[src/include/bdc_map.svh]
// Register map, field positions, reset values and timing constants
`ifndef BDC_MAP_SVH
`define BDC_MAP_SVH
`define BDC_ADDR_W 8
`define BDC_DATA_W 8
`define BDC_OFF_CTRL 8'h00
`define BDC_OFF_VID 8'h01
`define BDC_OFF_SLEW 8'h02
`define BDC_OFF_STATUS 8'h03
`define BDC_OFF_IRQ_STAT 8'h04
`define BDC_OFF_IRQ_MASK 8'h05
`define BDC_OFF_REF 8'h06
`define BDC_CTRL_EN_LSB 0
`define BDC_CTRL_CCM_LSB 3
`define BDC_VID_GO_BIT 7
`define BDC_REF_BUSY_BIT 7
`define BDC_CTRL_EN_RST 3'h7
`define BDC_CTRL_CCM_RST 3'h0
`define BDC_VID_RST 7'h00
`define BDC_SLEW_RST 3'h0
`define BDC_IRQ_W 6
`define BDC_IRQ_MASK_RST 6'h00
`define BDC_IRQ_OC_LSB 0
`define BDC_IRQ_THERM 3
`define BDC_IRQ_PG_LOST 4
`define BDC_IRQ_VID_DONE 5
`define BDC_CLK_PERIOD_NS 100
`define BDC_SW_PERIOD_NS 2000
`define BDC_SLEW_UNIT_NS 1000
`define BDC_OC_WAIT_SW 256
`define BDC_HICCUP_SW 8192
`define BDC_STRAP_WAIT 3'h4
`define BDC_CNT_W 14
`endif

[src/include/bdc_pkg.sv]
// Types shared by the converter control block
package bdc_pkg;
`include "bdc_map.svh"
   typedef enum logic [2:0] {
      BDC_CH_OFF = 3'b001,
      BDC_CH_RUN = 3'b010,
      BDC_CH_HICCUP = 3'b100
   } bdc_ch_state_t;
   typedef struct packed {
      logic [`BDC_ADDR_W-1:0] addr;
      logic [`BDC_DATA_W-1:0] wdata;
      logic wr;
      logic rd;
   } bdc_bus_t;
   typedef struct packed {
      logic [2:0] channel_enable_pin;
      logic [2:0] oc;
      logic [2:0] ov;
      logic [2:0] bst_uv;
      logic [2:0] pg;
      logic therm_hot;
      logic therm_cool;
      logic sda;
      logic scl;
      logic sync_clk;
   } bdc_pins_t;
   typedef struct packed {
      logic [2:0] run;
      logic [2:0] hs_off;
      logic [2:0] switch_node_pulldown;
      logic [2:0] continuous_conduction_mode;
      logic [2:0] ss_hold;
   } bdc_ch_out_t;
   typedef struct packed {
      logic [2:0] strap_cnt;
      logic strap_done;
      logic standalone;
      logic touched;
      logic sync_prev;
      logic [7:0] sw_cnt;
      logic ph0;
      logic ph180;
      logic therm_sd;
      bdc_ch_state_t [2:0] ch;
      logic [2:0][`BDC_CNT_W-1:0] cnt;
      logic [2:0] ctrl_en;
      logic [2:0] ctrl_ccm;
      logic [2:0] slew;
      logic [6:0] target;
      logic [6:0] ref_code;
      logic ramping;
      logic [7:0] slew_cnt;
      logic fb_internal;
      logic pg_out;
      logic [`BDC_IRQ_W-1:0] irq_stat;
      logic [`BDC_IRQ_W-1:0] irq_mask;
      logic irq;
      logic [`BDC_DATA_W-1:0] rdata;
      bdc_ch_out_t ch_out;
   } bdc_state_t;
endpackage

[src/rtl/bdc_pin_sync.sv]
// Three-stage synchroniser for asynchronous pins with agreement filter
`timescale 1ns/1ps
module bdc_pin_sync #(
   parameter int W = 1
) (
   input wire logic CLK,
   input wire logic RESETN,
   input wire logic [W-1:0] D,
   output logic [W-1:0] Q
);
   typedef struct packed {
      logic [W-1:0] s1;
      logic [W-1:0] s2;
      logic [W-1:0] s3;
      logic [W-1:0] q;
   } bdc_sync_state_t;
   bdc_sync_state_t st;
   bdc_sync_state_t next_st;
   always_comb begin
      next_st = st;
      next_st.s1 = D;
      next_st.s2 = st.s1;
      next_st.s3 = st.s2;
      // A bit changes only once stages two and three agree
      for (int i = 0; i < W; i++) begin
         if (st.s2[i] == st.s3[i]) begin
            next_st.q[i] = st.s3[i];
         end
      end
   end
   always_ff @(posedge CLK or negedge RESETN) begin
      if (!RESETN) begin
         st <= '0;
      end else begin
         st <= next_st;
      end
   end
   assign Q = st.q;
endmodule // bdc_pin_sync

[src/rtl/bdc_ctrl.sv]
// Digital control of a three-channel step-down converter with voltage scaling
// Summary of operation
// - A 7-bit code selects one of 128 levels for channel two, 0.68 V up in 10 mV steps.
// - Writing the code alone changes nothing; the level change starts on the trigger bit.
// - Writing the trigger bit as one moves channel two's feedback to the internal divider.
// - Until the trigger bit has been written each channel regulates from its external divider.
// - With both bus lines low at start the bus is ignored and only enable pins rule.
// - The host can enable or disable each channel over the bus, but a channel runs only while its enable pin is also high.
// - Pulse skipping is automatic unless the host forces continuous conduction.
// - Each channel's power-good result is readable by the host.
// - The power-good output is high only with all channels in range and running.
// - Overcurrent for more than 256 switching cycles stops a channel for 8192 cycles.
// - On overvoltage the high-side switch is held off until feedback is back below 105%.
// - Thermal trip stops all channels; they restart through soft-start once cooled.
// - Bootstrap undervoltage pulls the channel's switch node low to recharge.
// - Channel one is clocked 180 degrees out of phase with channels two and three.
// - An external clock locks the switching cycle to its falling edge.
`timescale 1ns/1ps
module bdc_ctrl
   import bdc_pkg::*;
#(
   parameter int SW_PERIOD_CYC = `BDC_SW_PERIOD_NS / `BDC_CLK_PERIOD_NS,
   parameter int SLEW_UNIT_CYC = `BDC_SLEW_UNIT_NS / `BDC_CLK_PERIOD_NS,
   parameter int OC_WAIT_SW = `BDC_OC_WAIT_SW,
   parameter int HICCUP_SW = `BDC_HICCUP_SW
) (
   input wire logic CLK,
   input wire logic RESETN,
   input wire bdc_pkg::bdc_bus_t BUS,
   input wire bdc_pkg::bdc_pins_t PINS,
   output logic [`BDC_DATA_W-1:0] RDATA,
   output bdc_pkg::bdc_ch_out_t CH,
   output logic SW_CLK_PH0,
   output logic SW_CLK_PH180,
   output logic [6:0] REF_CODE,
   output logic FB_INTERNAL,
   output logic POWER_GOOD_OUT,
   output logic IRQ,
   output logic STANDALONE
);
   import bdc_pkg::*;

   localparam logic [7:0] SW_LAST = 8'(SW_PERIOD_CYC - 1);
   localparam logic [7:0] SW_HALF = 8'(SW_PERIOD_CYC / 2);
   localparam logic [`BDC_CNT_W-1:0] OC_WAIT = `BDC_CNT_W'(OC_WAIT_SW);
   localparam logic [`BDC_CNT_W-1:0] HICCUP_LAST = `BDC_CNT_W'(HICCUP_SW - 1);

   bdc_state_t st;
   bdc_state_t next_st;
   bdc_pins_t p;
   logic [$bits(bdc_pins_t)-1:0] pins_q;

   bdc_pin_sync #(
      .W($bits(bdc_pins_t))
   ) u_sync (
      .CLK(CLK),
      .RESETN(RESETN),
      .D(PINS),
      .Q(pins_q)
   );

   assign p = bdc_pins_t'(pins_q);

   // Interval between reference steps: slew setting 0..7 gives 1..8 units
   function automatic logic [7:0] slew_limit(input logic [2:0] slew);
      slew_limit = 8'(({5'h00, slew} + 8'h01) * 8'(SLEW_UNIT_CYC) - 8'h01);
   endfunction

   // One code toward the target, never past it
   function automatic logic [6:0] step_toward(input logic [6:0] cur, input logic [6:0] tgt);
      if (cur < tgt) begin
         step_toward = cur + 7'h01;
      end else if (cur > tgt) begin
         step_toward = cur - 7'h01;
      end else begin
         step_toward = cur;
      end
   endfunction

   // Bus enable only counts while the bus is usable
   function automatic logic ch_enable(input logic pin, input logic ok, input logic ctrl);
      ch_enable = pin & (~ok | ctrl);
   endfunction

   logic bus_ok;
   logic sync_fall;
   logic sw_tick;
   logic en;
   logic [2:0] run_n;
   logic [`BDC_IRQ_W-1:0] irq_set;
   logic [`BDC_IRQ_W-1:0] irq_clr;
   logic [6:0] stepped;

   always_comb begin
      next_st = st;
      bus_ok = st.strap_done & ~st.standalone;
      sync_fall = 1'b0;
      sw_tick = 1'b0;
      en = 1'b0;
      run_n = '0;
      irq_set = '0;
      irq_clr = '0;
      stepped = st.ref_code;
      next_st.rdata = '0;
      next_st.ph0 = 1'b0;
      next_st.ph180 = 1'b0;

      // Bus line strap, caught once the synchroniser has settled after reset
      if (!st.strap_done) begin
         if (st.strap_cnt == `BDC_STRAP_WAIT) begin
            next_st.strap_done = 1'b1;
            next_st.standalone = ~p.sda & ~p.scl;
         end else begin
            next_st.strap_cnt = st.strap_cnt + 3'h1;
         end
      end

      // Switching cycle; a falling sync edge restarts it so the phase locks
      sync_fall = st.sync_prev & ~p.sync_clk;
      next_st.sync_prev = p.sync_clk;
      if (sync_fall || st.sw_cnt == SW_LAST) begin
         next_st.sw_cnt = '0;
         next_st.ph0 = 1'b1;
         sw_tick = 1'b1;
      end else begin
         next_st.sw_cnt = st.sw_cnt + 8'h01;
         // Second and third channels share the opposite half-cycle
         next_st.ph180 = (st.sw_cnt + 8'h01) == SW_HALF;
      end

      // Thermal shutdown with hysteresis from the cool comparator
      if (p.therm_hot) begin
         next_st.therm_sd = 1'b1;
         irq_set[`BDC_IRQ_THERM] = ~st.therm_sd;
      end else if (p.therm_cool) begin
         next_st.therm_sd = 1'b0;
      end

      for (int i = 0; i < 3; i++) begin
         // Without a usable bus only the pin decides
         en = ch_enable(p.channel_enable_pin[i], bus_ok, st.ctrl_en[i]);
         unique case (st.ch[i])
            BDC_CH_OFF: begin
               next_st.cnt[i] = '0;
               if (en && !next_st.therm_sd) begin
                  next_st.ch[i] = BDC_CH_RUN;
               end
            end
            BDC_CH_RUN: begin
               if (!en || next_st.therm_sd) begin
                  next_st.ch[i] = BDC_CH_OFF;
               end else if (sw_tick) begin
                  if (!p.oc[i]) begin
                     next_st.cnt[i] = '0;
                  end else if (st.cnt[i] == OC_WAIT) begin
                     // Fault outlasted the wait: stop and start hiccup
                     next_st.ch[i] = BDC_CH_HICCUP;
                     next_st.cnt[i] = '0;
                     irq_set[`BDC_IRQ_OC_LSB + i] = 1'b1;
                  end else begin
                     next_st.cnt[i] = st.cnt[i] + `BDC_CNT_W'(1);
                  end
               end
            end
            BDC_CH_HICCUP: begin
               if (!en || next_st.therm_sd) begin
                  next_st.ch[i] = BDC_CH_OFF;
               end else if (sw_tick) begin
                  if (st.cnt[i] == HICCUP_LAST) begin
                     // Passing through off re-arms soft-start
                     next_st.ch[i] = BDC_CH_OFF;
                  end else begin
                     next_st.cnt[i] = st.cnt[i] + `BDC_CNT_W'(1);
                  end
               end
            end
            default: begin
               next_st.ch[i] = BDC_CH_OFF;
            end
         endcase
         run_n[i] = next_st.ch[i] == BDC_CH_RUN;
         next_st.ch_out.run[i] = run_n[i];
         // Soft-start held in reset while stopped, so every restart ramps
         next_st.ch_out.ss_hold[i] = ~run_n[i];
         next_st.ch_out.hs_off[i] = ~run_n[i] | p.ov[i];
         next_st.ch_out.switch_node_pulldown[i] = run_n[i] & p.bst_uv[i];
         next_st.ch_out.continuous_conduction_mode[i] =
            run_n[i] & bus_ok & st.ctrl_ccm[i];
      end

      // Power good needs every channel in range and running
      next_st.pg_out = (&p.pg) & (&run_n);
      irq_set[`BDC_IRQ_PG_LOST] = st.pg_out & ~next_st.pg_out;

      // Reference ramp, one code per slew interval
      if (st.ramping) begin
         if (st.slew_cnt == slew_limit(st.slew)) begin
            next_st.slew_cnt = '0;
            stepped = step_toward(st.ref_code, st.target);
            next_st.ref_code = stepped;
            if (stepped == st.target) begin
               next_st.ramping = 1'b0;
               irq_set[`BDC_IRQ_VID_DONE] = 1'b1;
            end
         end else begin
            next_st.slew_cnt = st.slew_cnt + 8'h01;
         end
      end

      // Register writes; ignored entirely in standalone operation
      if (BUS.wr && bus_ok) begin
         next_st.touched = 1'b1;
         case (BUS.addr)
            `BDC_OFF_CTRL: begin
               next_st.ctrl_en = BUS.wdata[`BDC_CTRL_EN_LSB +: 3];
               next_st.ctrl_ccm = BUS.wdata[`BDC_CTRL_CCM_LSB +: 3];
            end
            `BDC_OFF_VID: begin
               // Code without the trigger is dropped, level stays put
               if (BUS.wdata[`BDC_VID_GO_BIT]) begin
                  next_st.target = BUS.wdata[6:0];
                  next_st.fb_internal = 1'b1;
                  next_st.ramping = 1'b1;
                  next_st.slew_cnt = '0;
               end
            end
            `BDC_OFF_SLEW: begin
               next_st.slew = BUS.wdata[2:0];
            end
            `BDC_OFF_IRQ_STAT: begin
               irq_clr = BUS.wdata[`BDC_IRQ_W-1:0];
            end
            `BDC_OFF_IRQ_MASK: begin
               next_st.irq_mask = BUS.wdata[`BDC_IRQ_W-1:0];
            end
            default: begin
               next_st.touched = 1'b1;
            end
         endcase
      end

      // Register reads, answered the next cycle only
      if (BUS.rd && bus_ok) begin
         next_st.touched = 1'b1;
         case (BUS.addr)
            `BDC_OFF_CTRL: begin
               next_st.rdata = {2'h0, st.ctrl_ccm, st.ctrl_en};
            end
            `BDC_OFF_VID: begin
               next_st.rdata = {1'b0, st.target};
            end
            `BDC_OFF_SLEW: begin
               next_st.rdata = {5'h00, st.slew};
            end
            `BDC_OFF_STATUS: begin
               next_st.rdata = {st.fb_internal, st.therm_sd, st.ch_out.run, p.pg};
            end
            `BDC_OFF_IRQ_STAT: begin
               next_st.rdata = {2'h0, st.irq_stat};
            end
            `BDC_OFF_IRQ_MASK: begin
               next_st.rdata = {2'h0, st.irq_mask};
            end
            `BDC_OFF_REF: begin
               next_st.rdata = {st.ramping, st.ref_code};
            end
            default: begin
               next_st.rdata = '0;
            end
         endcase
      end

      // A new event in the clearing cycle survives the clear
      next_st.irq_stat = (st.irq_stat & ~irq_clr) | irq_set;
      next_st.irq = |(next_st.irq_stat & next_st.irq_mask);
   end

   always_ff @(posedge CLK or negedge RESETN) begin
      if (!RESETN) begin
         st.strap_cnt <= '0;
         st.strap_done <= 1'b0;
         st.standalone <= 1'b0;
         st.touched <= 1'b0;
         st.sync_prev <= 1'b0;
         // First edge after reset opens a switching cycle, so the phase pulses start aligned
         st.sw_cnt <= SW_LAST;
         st.ph0 <= 1'b0;
         st.ph180 <= 1'b0;
         st.therm_sd <= 1'b0;
         st.ch <= '{BDC_CH_OFF, BDC_CH_OFF, BDC_CH_OFF};
         st.cnt <= '0;
         st.ctrl_en <= `BDC_CTRL_EN_RST;
         st.ctrl_ccm <= `BDC_CTRL_CCM_RST;
         st.slew <= `BDC_SLEW_RST;
         st.target <= `BDC_VID_RST;
         st.ref_code <= `BDC_VID_RST;
         st.ramping <= 1'b0;
         st.slew_cnt <= '0;
         st.fb_internal <= 1'b0;
         st.pg_out <= 1'b0;
         st.irq_stat <= '0;
         st.irq_mask <= `BDC_IRQ_MASK_RST;
         st.irq <= 1'b0;
         st.rdata <= '0;
         st.ch_out.run <= '0;
         // Stopped channels keep the high side off and soft-start discharged
         st.ch_out.hs_off <= 3'h7;
         st.ch_out.switch_node_pulldown <= '0;
         st.ch_out.continuous_conduction_mode <= '0;
         st.ch_out.ss_hold <= 3'h7;
      end else begin
         st <= next_st;
      end
   end

   // Feedback stays on the external divider until a trigger arrives
   assign FB_INTERNAL = st.fb_internal;
   assign RDATA = st.rdata;
   assign CH = st.ch_out;
   assign SW_CLK_PH0 = st.ph0;
   assign SW_CLK_PH180 = st.ph180;
   assign REF_CODE = st.ref_code;
   assign POWER_GOOD_OUT = st.pg_out;
   assign IRQ = st.irq;
   assign STANDALONE = st.standalone;
endmodule // bdc_ctrl

[config.mk]
export PLATFORM = sky130hd
export DESIGN_NAME = bdc_ctrl
export DESIGN_NICKNAME = d
export VERILOG_FILES = /design/src/include/bdc_pkg.sv /design/src/rtl/bdc_pin_sync.sv /design/src/rtl/bdc_ctrl.sv
export VERILOG_INCLUDE_DIRS = /design/src /design/src/include
export SDC_FILE = /design/constraint.sdc
export NUM_CORES = 1
export LEC_CHECK = 0
export BUFFER_PORTS_ARGS = -buffer_cell sky130_fd_sc_hd__buf_4
export CORE_ASPECT_RATIO = 1.1
export CORE_MARGIN = 2
export CORE_UTILIZATION = 62
export DETAILED_ROUTE_END_ITERATION = 6
export GPL_ROUTABILITY_DRIVEN = 0
export PLACE_DENSITY = 0.79
export SYNTH_ARGS = -nofsm -noshare
export SYNTH_HDL_FRONTEND = slang
export SYNTH_HIERARCHICAL = 1
export SYNTH_SLANG_ARGS = --single-unit
[constraint.sdc]
create_clock -name CLK -period 8.05 [get_ports CLK]
set_clock_uncertainty 0.15 [all_clocks]
set_input_delay 0.4025 -clock CLK [delete_from_list [all_inputs] [get_ports CLK]]
set_output_delay 0.4025 -clock CLK [all_outputs]
set_load 0.02 [all_outputs]
==> flow_summary.yaml <==
route:
  drc: 0
  wl_per_cell_um: 17.0
  dr_total_vias: 7534
  viasPerCell: 5.95
  drt_wl_total_um: 21500
  drtAntennaViolNets: 0
  first_iter_violations: 510
  first_pass_iters: 4
setup_path:
  crit_path_start_kind: "flip-flop"
  rr_endpoint: "st[43]$_DFF_PN0_"
  crit_path_end_kind: "flip-flop"
  critPathMaxStageDelay_ns: 0.49
  cp_cell_sequence: "ha_1 > xnor2_1 > ha_1 > fa_1 > o311a_1 > a31oi_1 > xor2_1 > nand4_1 > o31ai_1 > nor2_1"
  r2r.worst_path.cells: 10
  crit_family: "adder cells"
  required_ns: 8.25
  cp_num_buf_inv: 0
  r2r_slack_ns: 4.18
  cp_slowest_cell: "fa_1"
  worstPathArrival_ns: 4.07
  worstSetupPathType: "flip-flop to flip-flop"
  r2r_start: "st[61]$_DFFE_PN0P_"
  crit_top_cell: "ha_1"
  cp_max_fo: 10
global_routing:
  top_usage_layer: "met2"
  antenna_found_initial: 0
  grt_use_met1_pct: 34.1
  grt_max_degree: 119
  grt_overflow_total: 0
  use_met2_pct: 40.8
  grt_pass1_wl_um: 36300
  track_usage_pct: 24.9
  first_global_vias: 7578
  grt_use_met3_pct: 3.46
timing:
  fin_setup_tns_ns: 0
  relSlewSlack_pct: 31.2
  finalCriticalPeriod_ns: 3.87
  timing.fmax_ghz: 0.259
  rsz0062_at_grt: "no"
  finalCritPeriodShare_pct: 48.0
  finalHoldViolCount: 0
  setup_viol: 0
  drv_slew: 0
  worst_pin_slew_ns: 1.01
floorplan:
  initial_core_util_pct: 63.3
  core-area_mm2: 0.0164
  die-area_mm2: 0.0178
  die_w_um: 127
  ios: 76
  fp-row-count: 49
  die_h_um: 140
cells_and_area:
  design_area_mm2: 0.0117
  finalNonFillerCells: 1266
  layout_commonest_cell: "dfrtp_1"
  fillers: 1165
  syn2layout_area_growth_pct: 13.4
  final_cell_mix: "dfrtp_1, buf_4, nor2_1"
  antenna_cells: 0
  num-nets-final: 1112
  multi_input_area_mm2: 0.00422
  seq_area_mm2: 0.00547
  drive_gt1_share_pct: 17.1
hold_path:
  min-delay-start: "BUS[6]"
  hold_depth: 3
  min_path_type: "primary input to flip-flop"
  hold_end: "st[58]$_DFFE_PN0P_"
logic_synthesis:
  async_reset_ff_share_pct: 100
  synth_adder_area_share_pct: 5.39
  yosys.area_share.simple_pct: 17.2
  synth_xor_area_share_pct: 4.11
  synth_compound_area_share_pct: 12.0
  ys_types: 78
  syn_nets: 1057
  syn_avg_cell_area_um2: 10.4
  synth_edf_count: 0
  synth_top_family_by_area: "simple AND/OR/NAND/NOR gates"
  netlist_instances: 991
  yosysWarnings: 6
  synthesis.area_mm2: 0.0104
  seq_area_frac_synth_pct: 52.9
  synth_flop_cell: "dfrtp_1"
  synth_mux_area_share_pct: 2.07
  synth.ff_latch_count: 218
power_and_ir_drop:
  p_leak_nw: 5.20
  power.total_mw: 2.49
  power_density_mw_per_mm2: 212
  irDropWorstVdd_mv: 0.234
cts:
  numCtsBuffers: 23
  clkLatencyLatePin_ns: 0.50
  path_clk_slew_ns: 0.06
  cts_root_buffer: "clkbuf_16"
  clock_path_buffers: 3
  cts_setup_buffers: 0
  cts_tree: "done"
  clock-sinks: 218
  htree_levels: 1
place:
  io_buffers: 75
  dp_hpwl_um: 14800
  place_area_mm2: 0.0107
  post-place-cells: 1201
flow_run:
  cap_violations: 0
run_status:
  status: "completed"
[tightest hold or removal path, cell delays in order]
cell and delay, ns:
buf_4 0.11, nand2_1 0.05, o21ai_0 0.06
[synthesized netlist by cell type, types with 8 or more instances]
master	instances	share of area [%]
clkbuf_1	17	0.62
nor4_1	8	0.48
xnor2_1	19	1.6
dfrtp_1	203	49
and2_1	11	0.66
dfstp_2	15	3.8
ha_1	25	3.0
xor2_1	27	2.3
nand4_1	22	1.3
nand2b_1	16	0.97
o31ai_1	16	1.2
a31oi_1	12	0.72
nand3_1	32	1.5
inv_1	45	1.6
and3_1	24	1.4
nand2_1	70	2.5
nor2b_1	19	1.1
o21ai_1	20	0.97
buf_4	50	3.6
o21ai_0	62	3.0
maj3_2	20	2.2
nor2_1	76	2.8
mux2_2	8	0.87
a21oi_1	31	1.5
nor3_1	22	1.1
[stage by stage]
stage / hold WS, ns / setup slack, ns / utilization (%)
after floorplan: -0.0431 / 4.77 / -
after global routing: 0.0420 / 4.00 / 71.7
final: 0.0212 / 4.18 / 71.7
after global placement: 0.181 / 4.34 / 65.6
after CTS: 0.00750 / 4.15 / 71.7
after detailed placement: 0.185 / 4.17 / 65.6
[cells by family (layout without fill, tap and decap cells)]
kind of cell	after synthesis	after routing
buffers and inverters	121	192
and+or+nand+nor	343	343
xor gates and xnor gates	47	47
muxes	18	18
DFF	218	218
AOI/OAI and AO/OA	198	198
adders and majority gates	46	46
[power breakdown]
part / internal, mW / switching, mW
registers: 1.16 / 0.0533
clock network: 0.634 / 0.418
logic: 0.100 / 0.127
[state kept, by name (all words and copies together) (netlist names)]
name	flops
CH	15
FB_INTERNAL	1
IRQ	1
POWER_GOOD_OUT	1
RDATA	8
REF_CODE	7
STANDALONE	1
SW_CLK_PH0	1
SW_CLK_PH180	1
st	102
u_sync/Q	20
u_sync/next_st	40
u_sync/st	20
[worst max path at each step]
stage | endpoint | start | slack (ns) | cells after the start
CTS | st[43]$_DFF_PN0_ | st[61]$_DFFE_PN0P_ | 4.15 | 10
floorplan | REF_CODE[3]$_DFFE_PN0P_ | st[61]$_DFFE_PN0P_ | 4.77 | 10
finish | st[43]$_DFF_PN0_ | st[61]$_DFFE_PN0P_ | 4.18 | 10
global placement | st[43]$_DFF_PN0_ | st[61]$_DFFE_PN0P_ | 4.34 | 10
global route | st[43]$_DFF_PN0_ | st[61]$_DFFE_PN0P_ | 4.00 | 10
detailed placement | st[42]$_DFF_PN0_ | st[61]$_DFFE_PN0P_ | 4.17 | 10
[layer usage]
layer  vias to the layer above  part of all wire [%]
met2                       220                    49
li1                       3571                     -
met4                         0                   3.6
met5                         -                     0
met3                        62                   4.8
met1                      3681                    43
[cell type report]
class,count,area share [%]
Clock buffer,30,5.55
Clock inverter,11,0.948
Multi-Input combinational cell,652,36.0
Sequential cell,218,46.6
Tap cell,204,2.17
Timing Repair Buffer,104,7.23
Inverter,47,1.50
[what timing repair did]
action | 4_1_cts | 5_1_grt
gates resized for setup | 0 | 0
endpoints found under the hold margin | 130 | 0
hold buffers | 24 | 0
No activity file was read; power rests on OpenSTA's default activity.
